## config.mk

```make
export PLATFORM = sky130hd
export DESIGN_NAME = psw_pin_strap_wake
export DESIGN_NICKNAME = d
export VERILOG_FILES = /design/src/rtl/psw_pkg.sv /design/src/rtl/psw_pin_strap_wake.sv
export SDC_FILE = /design/constraint.sdc
export NUM_CORES = 1
export LEC_CHECK = 0
export BUFFER_PORTS_ARGS = -buffer_cell sky130_fd_sc_hd__buf_2
export CORE_ASPECT_RATIO = 1.75
export CORE_MARGIN = 2
export CORE_UTILIZATION = 43
export DETAILED_ROUTE_END_ITERATION = 8
export GPL_TIMING_DRIVEN = 0
export PLACE_DENSITY = 0.69
export SYNTH_ARGS = -nofsm -noshare
export SYNTH_HDL_FRONTEND = slang
export SYNTH_SLANG_ARGS = --single-unit
```

## constraint.sdc

```tcl
create_clock -name clk -period 5.1 [get_ports clk]
set_input_delay 0.765 -clock clk [delete_from_list [all_inputs] [get_ports clk]]
set_output_delay 0.765 -clock clk [all_outputs]
set_load 0.005 [all_outputs]
```

## src/rtl/psw_pkg.sv

```systemverilog
// constants, modes and carriers for the strap, wake and eeprom pin block
// assumes one 50 MHz clock and an apb master with 8-bit byte addresses
package psw_pkg;

    // clock and power-on timing
    localparam int          CLK_PERIOD_NS  = 20;
    localparam int          POR_TIME_NS    = 2000;
    localparam int          POR_CYCLES     = (POR_TIME_NS + CLK_PERIOD_NS - 1) / CLK_PERIOD_NS;
    localparam int          POR_CNT_W      = 7;
    localparam logic [6:0]  POR_CNT_INIT   = 7'(POR_CYCLES);

    // register byte offsets
    localparam int          ADDR_W         = 8;
    localparam logic [7:0]  OFS_PIN_CFG    = 8'h00;
    localparam logic [7:0]  OFS_PWR_CTL    = 8'h04;
    localparam logic [7:0]  OFS_STATUS     = 8'h08;
    localparam logic [7:0]  OFS_IRQ_STAT   = 8'h0C;
    localparam logic [7:0]  OFS_IRQ_EN     = 8'h10;
    localparam logic [7:0]  OFS_IRQ_CLR    = 8'h14;
    localparam logic [7:0]  OFS_ORDER_TEST = 8'h18;

    // pin configuration fields
    localparam int          PC_W           = 7;
    localparam int          PC_DATA_LSB    = 0;
    localparam int          PC_CLK_LSB     = 2;
    localparam int          PC_GENERAL_OUTPUT_THREE        = 4;
    localparam int          PC_GENERAL_OUTPUT_FOUR        = 5;
    localparam int          PC_MAN_REV     = 6;
    localparam logic [6:0]  PIN_CFG_RST    = 7'h00;

    // power control fields
    localparam int          PW_W           = 3;
    localparam int          PW_WAKE_EN     = 0;
    localparam int          PW_WAKE_POL    = 1;
    localparam int          PW_WAKE_OD     = 2;
    localparam int          PW_SLEEP       = 3;
    localparam logic [2:0]  PWR_CTL_RST    = 3'h0;

    // status fields
    localparam int          ST_SLEEP       = 0;
    localparam int          ST_WR_OPEN     = 1;
    localparam int          ST_SPEED       = 2;
    localparam int          ST_AUTO_X      = 3;
    localparam int          ST_SWAP        = 4;
    localparam int          ST_WAKE        = 5;

    // interrupt events
    localparam int          IRQ_W          = 3;
    localparam int          IRQ_WAKE       = 0;
    localparam int          IRQ_EXIT       = 1;
    localparam int          IRQ_DROP       = 2;
    localparam logic [2:0]  IRQ_RST        = 3'h0;

    // arbitrary value, lets software check byte order
    localparam logic [31:0] ORDER_TEST_VAL = 32'h1357_9BDF;

    // synchroniser lanes
    localparam int          SYNC_W         = 10;
    localparam int          SI_HWRST       = 0;
    localparam int          SI_AUTO_X      = 1;
    localparam int          SI_SPEED       = 2;
    localparam int          SI_CS          = 3;
    localparam int          SI_WR          = 4;
    localparam int          SI_EE_DATA     = 5;
    localparam int          SI_TX_EN       = 6;
    localparam int          SI_TX_CLK      = 7;
    localparam int          SI_RX_DV       = 8;
    localparam int          SI_RX_CLK      = 9;
    localparam logic [9:0]  SYNC_INIT      = 10'h019;

    typedef enum logic [1:0] {
        PM_EEPROM = 2'b00,
        PM_GPO    = 2'b01,
        PM_MON_A  = 2'b10,
        PM_MON_B  = 2'b11
    } psw_pin_mode_e;

    typedef struct packed {
        logic              psel;
        logic              penable;
        logic              pwrite;
        logic [7:0]        paddr;
        logic [31:0]       pwdata;
    } psw_apb_req_s;

    typedef struct packed {
        logic [31:0]       prdata;
        logic              pready;
        logic              pslverr;
    } psw_apb_rsp_s;

    typedef struct packed {
        logic              dataOut;
        logic              dataOe;
        logic              clkOut;
        logic              sel;
    } psw_ee_ctl_s;

    typedef struct packed {
        logic              txEn;
        logic              txClk;
        logic              rxDv;
        logic              rxClk;
    } psw_mii_mon_s;

    typedef struct packed {
        logic              speed100;
        logic              fullDuplex;
        logic              autoNeg;
    } psw_link_s;

endpackage : psw_pkg

```

## src/rtl/psw_pin_strap_wake.sv

```systemverilog
// strap capture, reset fallback, wake request, write gate and eeprom pin mux
// assumes an apb master on clk, an eeprom engine and phy logic on the same clk,
// and pins (reset, straps, host strobes, mii monitor taps) asynchronous to clk
module psw_pin_strap_wake
    import psw_pkg::*;
(
    input  wire  logic         clk,
    input  wire  logic         arst_n,
    input  wire  psw_apb_req_s apbReq,
    output       psw_apb_rsp_s apbRsp,
    input  wire  logic         hwResetLow,
    input  wire  logic         crossoverAutoStrap,
    input  wire  logic         speedStrap,
    input  wire  logic         chipSelLow,
    input  wire  logic         writeStrobeLow,
    input  wire  logic         cableReversed,
    input  wire  logic         wakeEvent,
    input  wire  psw_mii_mon_s miiMon,
    input  wire  psw_ee_ctl_s  eeCtl,
    output       logic         eeCtlDataIn,
    input  wire  logic         eepromSerialDataPinIn,
    output       logic         eepromSerialDataPinOut,
    output       logic         eepromSerialDataPinOe,
    output       logic         eepromSerialClockOut,
    output       logic         eepromSelectOut,
    output       logic         pairSwap,
    output       logic         wakeRequestOut,
    output       logic         wakeRequestOe,
    output       logic         irq,
    output       psw_link_s    linkDefaults,
    output       logic         crossoverAutoEn,
    output       logic         sleeping
);

    function automatic logic muxPin(input logic [1:0] mode, input logic ee,
                                    input logic gpo, input logic monA, input logic monB);
        case (mode)
            PM_EEPROM: muxPin = ee;
            PM_GPO:    muxPin = gpo;
            PM_MON_A:  muxPin = monA;
            PM_MON_B:  muxPin = monB;
            default:   muxPin = ee;
        endcase
    endfunction : muxPin

    // input synchronisers: three stages, a change counts when stages two and three agree
    logic [SYNC_W-1:0] syncIn;
    logic [SYNC_W-1:0] s1_q;
    logic [SYNC_W-1:0] s2_q;
    logic [SYNC_W-1:0] s3_q;
    logic [SYNC_W-1:0] filt_q;

    assign syncIn = {miiMon.rxClk, miiMon.rxDv, miiMon.txClk, miiMon.txEn,
                     eepromSerialDataPinIn, writeStrobeLow, chipSelLow,
                     speedStrap, crossoverAutoStrap, hwResetLow};

    genvar g;
    generate
        for (g = 0; g < SYNC_W; g++) begin : gSync
            always_ff @(posedge clk or negedge arst_n) begin
                if (!arst_n) begin
                    s1_q[g]   <= SYNC_INIT[g];
                    s2_q[g]   <= SYNC_INIT[g];
                    s3_q[g]   <= SYNC_INIT[g];
                    filt_q[g] <= SYNC_INIT[g];
                end else begin
                    s1_q[g] <= syncIn[g];
                    s2_q[g] <= s1_q[g];
                    s3_q[g] <= s2_q[g];
                    if (s2_q[g] == s3_q[g]) begin
                        filt_q[g] <= s3_q[g];
                    end
                end
            end
        end
    endgenerate

    // internal reset: power-on timer, then the filtered reset pin
    logic [POR_CNT_W-1:0] porCnt_q;
    logic                 intRst;
    logic                 rstPrev_q;
    logic                 relEdge;

    always_ff @(posedge clk or negedge arst_n) begin
        if (!arst_n) begin
            porCnt_q <= POR_CNT_INIT;
        end else if (porCnt_q != '0) begin
            porCnt_q <= porCnt_q - POR_CNT_W'(1);
        end
    end

    // a floating pin reads high through its pull-up, so only the timer resets
    assign intRst  = (porCnt_q != '0) | ~filt_q[SI_HWRST];
    assign relEdge = rstPrev_q & ~intRst;

    // straps: caught on the first cycle out of reset, kept until the next reset
    logic speedLatched_q;
    logic autoXLatched_q;

    always_ff @(posedge clk or negedge arst_n) begin
        if (!arst_n) begin
            rstPrev_q      <= 1'b1;
            speedLatched_q <= 1'b1;
            autoXLatched_q <= 1'b0;
        end else begin
            rstPrev_q <= intRst;
            if (relEdge) begin
                speedLatched_q <= filt_q[SI_SPEED];
                autoXLatched_q <= filt_q[SI_AUTO_X];
            end
        end
    end

    // apb slave: pready one cycle after setup, so every access takes two cycles
    logic              pready_q;
    logic              pslverr_q;
    logic [31:0]       prdata_q;
    logic              setupPh;
    logic              accPh;
    logic              selPinCfg;
    logic              selPwrCtl;
    logic              selStatus;
    logic              selIrqStat;
    logic              selIrqEn;
    logic              selIrqClr;
    logic              selOrder;
    logic              mapped;
    logic [31:0]       rdMux;
    logic              accWr;
    logic              wrTaken;
    logic              wrDropped;
    logic              rdDone;

    logic [PC_W-1:0]   pinCfg_q;
    logic [PW_W-1:0]   pwrCtl_q;
    logic [IRQ_W-1:0]  irqStat_q;
    logic [IRQ_W-1:0]  irqEn_q;
    logic [IRQ_W-1:0]  irqStat_d;
    logic [IRQ_W-1:0]  irqClr;
    logic [IRQ_W-1:0]  irqEv;
    logic              sleep_q;
    logic              wrOpen_q;
    logic              wakePend_q;
    logic              hostWrPrev_q;
    logic              hostWrPin;
    logic              hostWrStart;
    logic              wakeExit;
    logic              wakeSeen;
    logic              sleepReq;

    assign setupPh    = apbReq.psel & ~apbReq.penable;
    assign accPh      = apbReq.psel & apbReq.penable & pready_q;
    assign selPinCfg  = apbReq.paddr == OFS_PIN_CFG;
    assign selPwrCtl  = apbReq.paddr == OFS_PWR_CTL;
    assign selStatus  = apbReq.paddr == OFS_STATUS;
    assign selIrqStat = apbReq.paddr == OFS_IRQ_STAT;
    assign selIrqEn   = apbReq.paddr == OFS_IRQ_EN;
    assign selIrqClr  = apbReq.paddr == OFS_IRQ_CLR;
    assign selOrder   = apbReq.paddr == OFS_ORDER_TEST;
    assign mapped     = selPinCfg | selPwrCtl | selStatus | selIrqStat | selIrqEn
                      | selIrqClr | selOrder;

    assign rdMux = selPinCfg  ? {25'h0, pinCfg_q} :
                   selPwrCtl  ? {28'h0, sleep_q, pwrCtl_q} :
                   selStatus  ? {26'h0, wakePend_q, pairSwap, autoXLatched_q,
                                 speedLatched_q, wrOpen_q, sleep_q} :
                   selIrqStat ? {29'h0, irqStat_q} :
                   selIrqEn   ? {29'h0, irqEn_q} :
                   selOrder   ? ORDER_TEST_VAL : 32'h0000_0000;

    assign accWr     = accPh & apbReq.pwrite & ~pslverr_q;
    assign wrTaken   = accWr & wrOpen_q;
    assign wrDropped = accWr & ~wrOpen_q;
    assign rdDone    = accPh & ~apbReq.pwrite;

    always_ff @(posedge clk or negedge arst_n) begin
        if (!arst_n) begin
            pready_q  <= 1'b0;
            pslverr_q <= 1'b0;
            prdata_q  <= 32'h0000_0000;
        end else begin
            pready_q  <= setupPh;
            pslverr_q <= setupPh & ~mapped;
            prdata_q  <= (setupPh & ~apbReq.pwrite) ? rdMux : 32'h0000_0000;
        end
    end

    assign apbRsp = '{prdata: prdata_q, pready: pready_q, pslverr: pslverr_q};

    // host write cycle on the pins: chip select and write strobe both low
    assign hostWrPin   = ~filt_q[SI_CS] & ~filt_q[SI_WR];
    assign hostWrStart = hostWrPin & ~hostWrPrev_q;
    assign wakeExit    = sleep_q & hostWrStart;
    assign wakeSeen    = wakeEvent & pwrCtl_q[PW_WAKE_EN];
    assign sleepReq    = wrTaken & selPwrCtl & apbReq.pwdata[PW_SLEEP];

    assign irqClr    = (wrTaken & selIrqClr) ? apbReq.pwdata[IRQ_W-1:0] : IRQ_RST;
    assign irqEv     = {wrDropped, wakeExit, wakeSeen};
    // a new event beats a clear in the same cycle
    assign irqStat_d = (irqStat_q & ~irqClr) | irqEv;

    always_ff @(posedge clk or negedge arst_n) begin
        if (!arst_n) begin
            pinCfg_q     <= PIN_CFG_RST;
            pwrCtl_q     <= PWR_CTL_RST;
            irqStat_q    <= IRQ_RST;
            irqEn_q      <= IRQ_RST;
            sleep_q      <= 1'b0;
            wrOpen_q     <= 1'b0;
            wakePend_q   <= 1'b0;
            hostWrPrev_q <= 1'b0;
        end else if (intRst) begin
            pinCfg_q     <= PIN_CFG_RST;
            pwrCtl_q     <= PWR_CTL_RST;
            irqStat_q    <= IRQ_RST;
            irqEn_q      <= IRQ_RST;
            sleep_q      <= 1'b0;
            wrOpen_q     <= 1'b0;
            wakePend_q   <= 1'b0;
            hostWrPrev_q <= hostWrPin;
        end else begin
            hostWrPrev_q <= hostWrPin;
            irqStat_q    <= irqStat_d;
            if (wrTaken && selPinCfg) begin
                pinCfg_q <= apbReq.pwdata[PC_W-1:0];
            end
            if (wrTaken && selPwrCtl) begin
                pwrCtl_q <= apbReq.pwdata[PW_W-1:0];
            end
            if (wrTaken && selIrqEn) begin
                irqEn_q <= apbReq.pwdata[IRQ_W-1:0];
            end
            // a wake event never touches sleep; only a pin write cycle or the internal reset ends it
            if (wakeExit) begin
                sleep_q <= 1'b0;
            end else if (sleepReq) begin
                sleep_q <= 1'b1;
            end
            // leaving sleep closes writes again; that outranks a read finishing
            if (wakeExit || sleepReq) begin
                wrOpen_q <= 1'b0;
            end else if (rdDone) begin
                wrOpen_q <= 1'b1;
            end
            if (wakeSeen) begin
                wakePend_q <= 1'b1;
            end else if (wakeExit || !pwrCtl_q[PW_WAKE_EN]) begin
                wakePend_q <= 1'b0;
            end
        end
    end

    // wake request pin: open drain only ever pulls low
    logic wakeLevel;
    logic wakeOut_q;
    logic wakeOe_q;
    logic irq_q;

    assign wakeLevel = pwrCtl_q[PW_WAKE_POL] ? wakePend_q : ~wakePend_q;

    always_ff @(posedge clk or negedge arst_n) begin
        if (!arst_n) begin
            wakeOut_q <= 1'b0;
            wakeOe_q  <= 1'b0;
            irq_q     <= 1'b0;
        end else begin
            wakeOut_q <= pwrCtl_q[PW_WAKE_OD] ? 1'b0 : wakeLevel;
            wakeOe_q  <= pwrCtl_q[PW_WAKE_OD] ? ~wakeLevel : 1'b1;
            irq_q     <= |(irqStat_d & irqEn_q);
        end
    end

    assign wakeRequestOut = wakeOut_q;
    assign wakeRequestOe  = wakeOe_q;
    assign irq            = irq_q;

    // eeprom pin mux; clock monitors are sampled at clk, so a 25 MHz tap aliases
    logic [1:0] dMode;
    logic [1:0] cMode;
    logic       altActive;
    logic       dataOutD;
    logic       dataOeD;
    logic       clkOutD;
    logic       eeDataOut_q;
    logic       eeDataOe_q;
    logic       eeClkOut_q;
    logic       eeSel_q;
    logic       eeDataIn_q;
    logic       swap_q;
    psw_link_s  link_q;
    psw_link_s  linkD;

    assign dMode     = pinCfg_q[PC_DATA_LSB +: 2];
    assign cMode     = pinCfg_q[PC_CLK_LSB +: 2];
    assign altActive = (dMode != PM_EEPROM) | (cMode != PM_EEPROM);
    assign dataOutD  = muxPin(dMode, eeCtl.dataOut, pinCfg_q[PC_GENERAL_OUTPUT_THREE],
                              filt_q[SI_TX_EN], filt_q[SI_TX_CLK]);
    // alternate roles always drive; the pin is never an input there
    assign dataOeD   = (dMode == PM_EEPROM) ? eeCtl.dataOe : 1'b1;
    assign clkOutD   = muxPin(cMode, eeCtl.clkOut, pinCfg_q[PC_GENERAL_OUTPUT_FOUR],
                              filt_q[SI_RX_DV], filt_q[SI_RX_CLK]);
    assign linkD     = '{speed100: speedLatched_q, fullDuplex: 1'b0,
                         autoNeg: speedLatched_q};

    always_ff @(posedge clk or negedge arst_n) begin
        if (!arst_n) begin
            eeDataOut_q <= 1'b0;
            eeDataOe_q  <= 1'b0;
            eeClkOut_q  <= 1'b0;
            eeSel_q     <= 1'b0;
            eeDataIn_q  <= 1'b0;
            swap_q      <= 1'b0;
            // matches the strap register's reset; after release it trails the captured speed strap by one cycle
            link_q      <= '{speed100: 1'b1, fullDuplex: 1'b0, autoNeg: 1'b1};
        end else begin
            eeDataOut_q <= dataOutD;
            eeDataOe_q  <= dataOeD;
            eeClkOut_q  <= clkOutD;
            eeSel_q     <= altActive ? 1'b0 : eeCtl.sel;
            eeDataIn_q  <= (dMode == PM_EEPROM) ? filt_q[SI_EE_DATA] : 1'b0;
            swap_q      <= (autoXLatched_q & cableReversed) | pinCfg_q[PC_MAN_REV];
            link_q      <= linkD;
        end
    end

    assign eepromSerialDataPinOut = eeDataOut_q;
    assign eepromSerialDataPinOe  = eeDataOe_q;
    assign eepromSerialClockOut   = eeClkOut_q;
    assign eepromSelectOut        = eeSel_q;
    assign eeCtlDataIn            = eeDataIn_q;
    assign pairSwap               = swap_q;
    assign linkDefaults           = link_q;
    assign crossoverAutoEn        = autoXLatched_q;
    assign sleeping               = sleep_q;
endmodule : psw_pin_strap_wake

```

## Yosys cells after proc, flatten, opt, wreduce, memory -nomap -nowiden

Index checks and enable logic that the tools add are counted.

- Input bits: 61
- Bits in registers: 111
- Output and inout bits: 48

- Reduce and logical (&&, ||, !) cells: 19
- Bitwise logic cells: 44
- Eq/ne operators: 22
- $add $sub $neg: 1
- Muxes and demuxes: 32

Operators with widths:

| kind | count |
|---|---|
| $mux W29 | 7 |
| $eq A8 B5 Y1 const B | 3 |
| $and A1 B1 Y1 | 19 |
| $mux W3 | 6 |
| $eq A8 B4 Y1 const B | 2 |
| $mux W1 | 15 |
| $mux W7 | 2 |
| $not A1 Y1 | 12 |
| $eq A1 B1 Y1 | 10 |
| $reduce_bool A2 Y1 | 5 |
| $or A1 B1 Y1 | 9 |
| $reduce_bool A3 Y1 | 3 |
| $eq A2 B2 Y1 const B | 4 |
| $eq A8 B3 Y1 const B | 1 |
| $logic_not A8 Y1 | 1 |
| $pmux W1 S4 | 2 |
| $reduce_bool A7 Y1 | 1 |
| $sub A7 B1 Y7 const B | 1 |
| $and A3 B3 Y3 | 2 |
| $eq A2 B1 Y1 const B | 2 |
| $logic_not A2 Y1 | 2 |
| $logic_and A1 B1 Y1 | 3 |
| $not A3 Y3 | 1 |
| $or A3 B3 Y3 | 1 |
| 3 further kinds | 4 |

## Logic depth before layout (Yosys ltp)

- Word-level depth: 12
- Gate-level depth with buffers: 7
- Mapped depth without buffers: 6

## Least setup slack after synthesis

OpenSTA, ideal clock, no wires.

- Path kind: input to register
- Start point: input apbReq[34] in the netlist's numbering
- End point: register pinCfg_q[0]
- Slack: 3.074 ns
- Stages: 6
- Library setup time: 0.122 ns
- Arrival: 1.904 ns
- Path through: clkbuf_1 -> nor4_1 -> and4_1 -> buf_2 -> mux2i_1 -> nor2_1

- Longest elaborated chain between the ends: 3

Ends and longest elaborated chain:

| item | line | text |
|---|---|---|
| start, declared | psw_pin_strap_wake.sv:9 | `input wire psw_apb_req_s apbReq,` |
| $logic_not A8 Y1 | psw_pin_strap_wake.sv:153 | `assign selPinCfg = apbReq.paddr == OFS_PIN_CFG;` |
| $logic_and A1 B1 Y1 | psw_pin_strap_wake.sv:224 | `if (wrTaken && selPinCfg) begin` |
| $reduce_bool A2 Y1 (no line) | -- |  |
| end signal, assigned | psw_pin_strap_wake.sv:225 | `pinCfg_q <= apbReq.pwdata[PC_W-1:0];` |
| end, declared | psw_pin_strap_wake.sv:134 | `logic [PC_W-1:0] pinCfg_q;` |

No other way between the ends.
A chain may end at the register's enable or synchronous reset.

## Worst setup path after layout

- Start point: input apbReq[34] in the netlist's numbering
- End point: register pinCfg_q[2]

The elaborated chain is that of the path after synthesis.

==> run summary <==
status: finished, final reports clean
worst hold path type: input pin to asynchronous set/reset pin
Area after DPL: 0.00417 mm²
dominant synthesized flop cell: dfrtp_1
number of global-route vias before repair: 2427
CTS Buf Count: 9
Async S/R FF share, synth: 100%
fraction of layout cells with a size suffix above 1: 37.5%
crit path capture type: flip-flop
Synth Instances: 290
Synth warnings: 0
total congestion overflow: 0
final setup TNS: 0 ns
Fin. Hold Viols: 0
clk_lat worst skew: 0.33 ns
mapped cell area: 0.00363 mm²
GR Util met1: 17.4%
CP Data Required Time: 5.32 ns
final wirelength: 7.14 mm
core region area: 0.00826 mm²
Yosys top cell by area: dfrtp_1
Std-Cell Rows: 44
pin count of the biggest net entering global routing: 64
Netlist cell types: 48
met2 GRT Util: 27.4%
fin nets: 446
Slew headroom: 50.8%
Clock Skew: 0.00631 ns
share of the synthesized area in the top cell type: 49.7%
final period demand of the worst path: 2.22 ns
largest fanout on the critical path: 10
routability cong.: 0.946
root buf cell: clkbuf_16
grt met3 use: 4.51%
critical path class: input pin to flip-flop
hold-fix buffers at CTS: 0
DR iter-0 viols: 129
CTS resizes: 0
peak supply drop: 209 µV
P per Cell Area: 336 mW/mm²
P_leak: 2.15 nW
# setup viols final: 0
H-tree depth: 3
via count: 2422
first-pass GRT wire length: 11.3 mm
R2R cell count: 7
leading post-synthesis cells by cell area: dfrtp_1 50%, dfstp_2 13%, buf_4 5.8%
post-synthesis sequential area ratio: 62.7%
residual DRC count: 0
Routed Antenna Nets: 0
R2R setup slack: 2.92 ns
filler instances: 726
Max Cap Violations: 0
Die ar.: 0.00922 mm²
register area: 0.00227 mm²
Starting Density: 43.9%
period utilization: 43.5%
number of vias per cell: 5.04
number of synthesized flops with an enable pin: 0
DR pass1 iterations: 4
Syn Area/Cell: 12.5 µm²
Port Buffer Count: 71
Syn-to-layout area delta: 22.5%
DR WL/cell: 14.8 µm
Worst Setup Start Kind: input pin
Arrival @ worst endpoint: 2.44 ns
Clock transition at path regs: 0.06 ns
FMAX: 0.451 GHz
most frequent cells in the layout: 72 x dfrtp_1, 71 x buf_2, 29 x buf_4
CTS tree: yes
antenna violations before repair: 0
CTS Buffer Depth: 2
multi-input logic area: 0.00111 mm²
commonest non-fill, non-tap cell in the layout: dfrtp_1
DIE HEIGHT: 126 µm
Slew Limit Fails: 0
FF-to-FF Start: porCnt_q[0]
unrepaired setup endpoints after global routing: false
final instance area: 0.00444 mm²
GRT Overall Usage: 16.3%
flops & latches, synth: 90
ant diodes: 0
slew of the pin with the lowest slew margin: 0.727 ns
boundary pin count: 109
CTS Sinks: 90
HPWL after DPL: 5.34 mm
die width: 73.4 µm
Reg-to-Reg End: pwrCtl_q[2]
Top Usage Layer GRT: met2
post-CTS setup buffers: 0
kinds of logic (layout without fill, tap and decap cells):
| family | count (synthesis) | count (layout) | synth area share [%] |
|---|---|---|---|
| simple gates | 83 | 83 | 12.7 |
| xor+xnor | 6 | 6 | 1.45 |
| flops | 90 | 90 | 62.7 |
| other cells | 1 | 12 | 0.103 |
| mux | 19 | 19 | 6.00 |
| buf+inv | 45 | 133 | 7.79 |
| fa+ha+maj | 11 | 11 | 3.10 |
| compound gates | 35 | 35 | 6.21 |
synth_stat cells (6+ instances only):
cell type and count:
a21oi_1 14, mux2i_1 15, nor3_1 6, buf_4 28, inv_1 12, nand2_1 14
dfrtp_1 72, maj3_1 10, dfstp_2 18, nor2_1 25
worst max-delay path, cell delays in order:
cell and delay, ns:
buf_2 0.10, clkbuf_1 0.20, nor4_1 0.56, and4_1 0.28, buf_2 0.25, mux2i_1 0.22, nor2_1 0.05
report_power, final:
part           total (W)  internal [W]  switching [W]
Combinational   0.000110     0.0000529      0.0000567
Sequential      0.000778      0.000758      0.0000209
Clock           0.000604      0.000343       0.000261
final cells by class:
class	count	share of cell area, %
well taps	92	2.59
flip-flops and latches	90	51.2
clock buffers	12	5.55
repair buffers	72	8.67
plain buffers	33	5.35
inverters	12	1.01
clock inverters	4	0.619
multi-input cells	166	25.0
state kept, by name, indices dropped and copies added (netlist names), 3 cells and up:
register   cells
s3_q          10
porCnt_q       7
s1_q          10
filt_q        10
irqEn_q        3
pwrCtl_q       3
irqStat_q      3
s2_q          10
pinCfg_q       7
prdata_q       8
metrics by stage:
stage | worst slack (ns) | util (%) | total power, W | hold slack [ns] | cells
finish | 2.88 | 53.8 | 0.00149 | 0.348 | 481
global route | 2.72 | 53.8 | 0.00156 | 0.355 | 481
CTS | 2.90 | 53.8 | 0.00151 | 0.350 | 481
detailed placement | 2.57 | 50.5 | 0.000903 | 0.336 | 465
global placement | 2.54 | 50.1 | 0.000895 | 0.333 | 464
floorplan | 3.07 | - | 0.000839 | 0.331 | 301
how the worst max path moves through the flow:
stage	from	end	slack [ns]	cells past startpoint
2_1_floorplan	apbReq[34]	pinCfg_q[0]	3.07	6
3_3_place_gp	arst_n	pready_q	2.54	1
3_5_place_dp	apbReq[34]	pinCfg_q[2]	2.57	7
4_1_cts	apbReq[34]	pinCfg_q[2]	2.90	7
5_1_grt	porCnt_q[0]	pinCfg_q[2]	2.72	7
6_report	apbReq[34]	pinCfg_q[2]	2.88	7
metal layers:
metal  part of all wire, %  vias to the layer above
met1                    38                     1167
met3                   5.6                       21
met5                     0                        -
li1                      -                     1148
met4                   4.6                        0
met2                    52                       86
(Power assumes the default switching activity.)
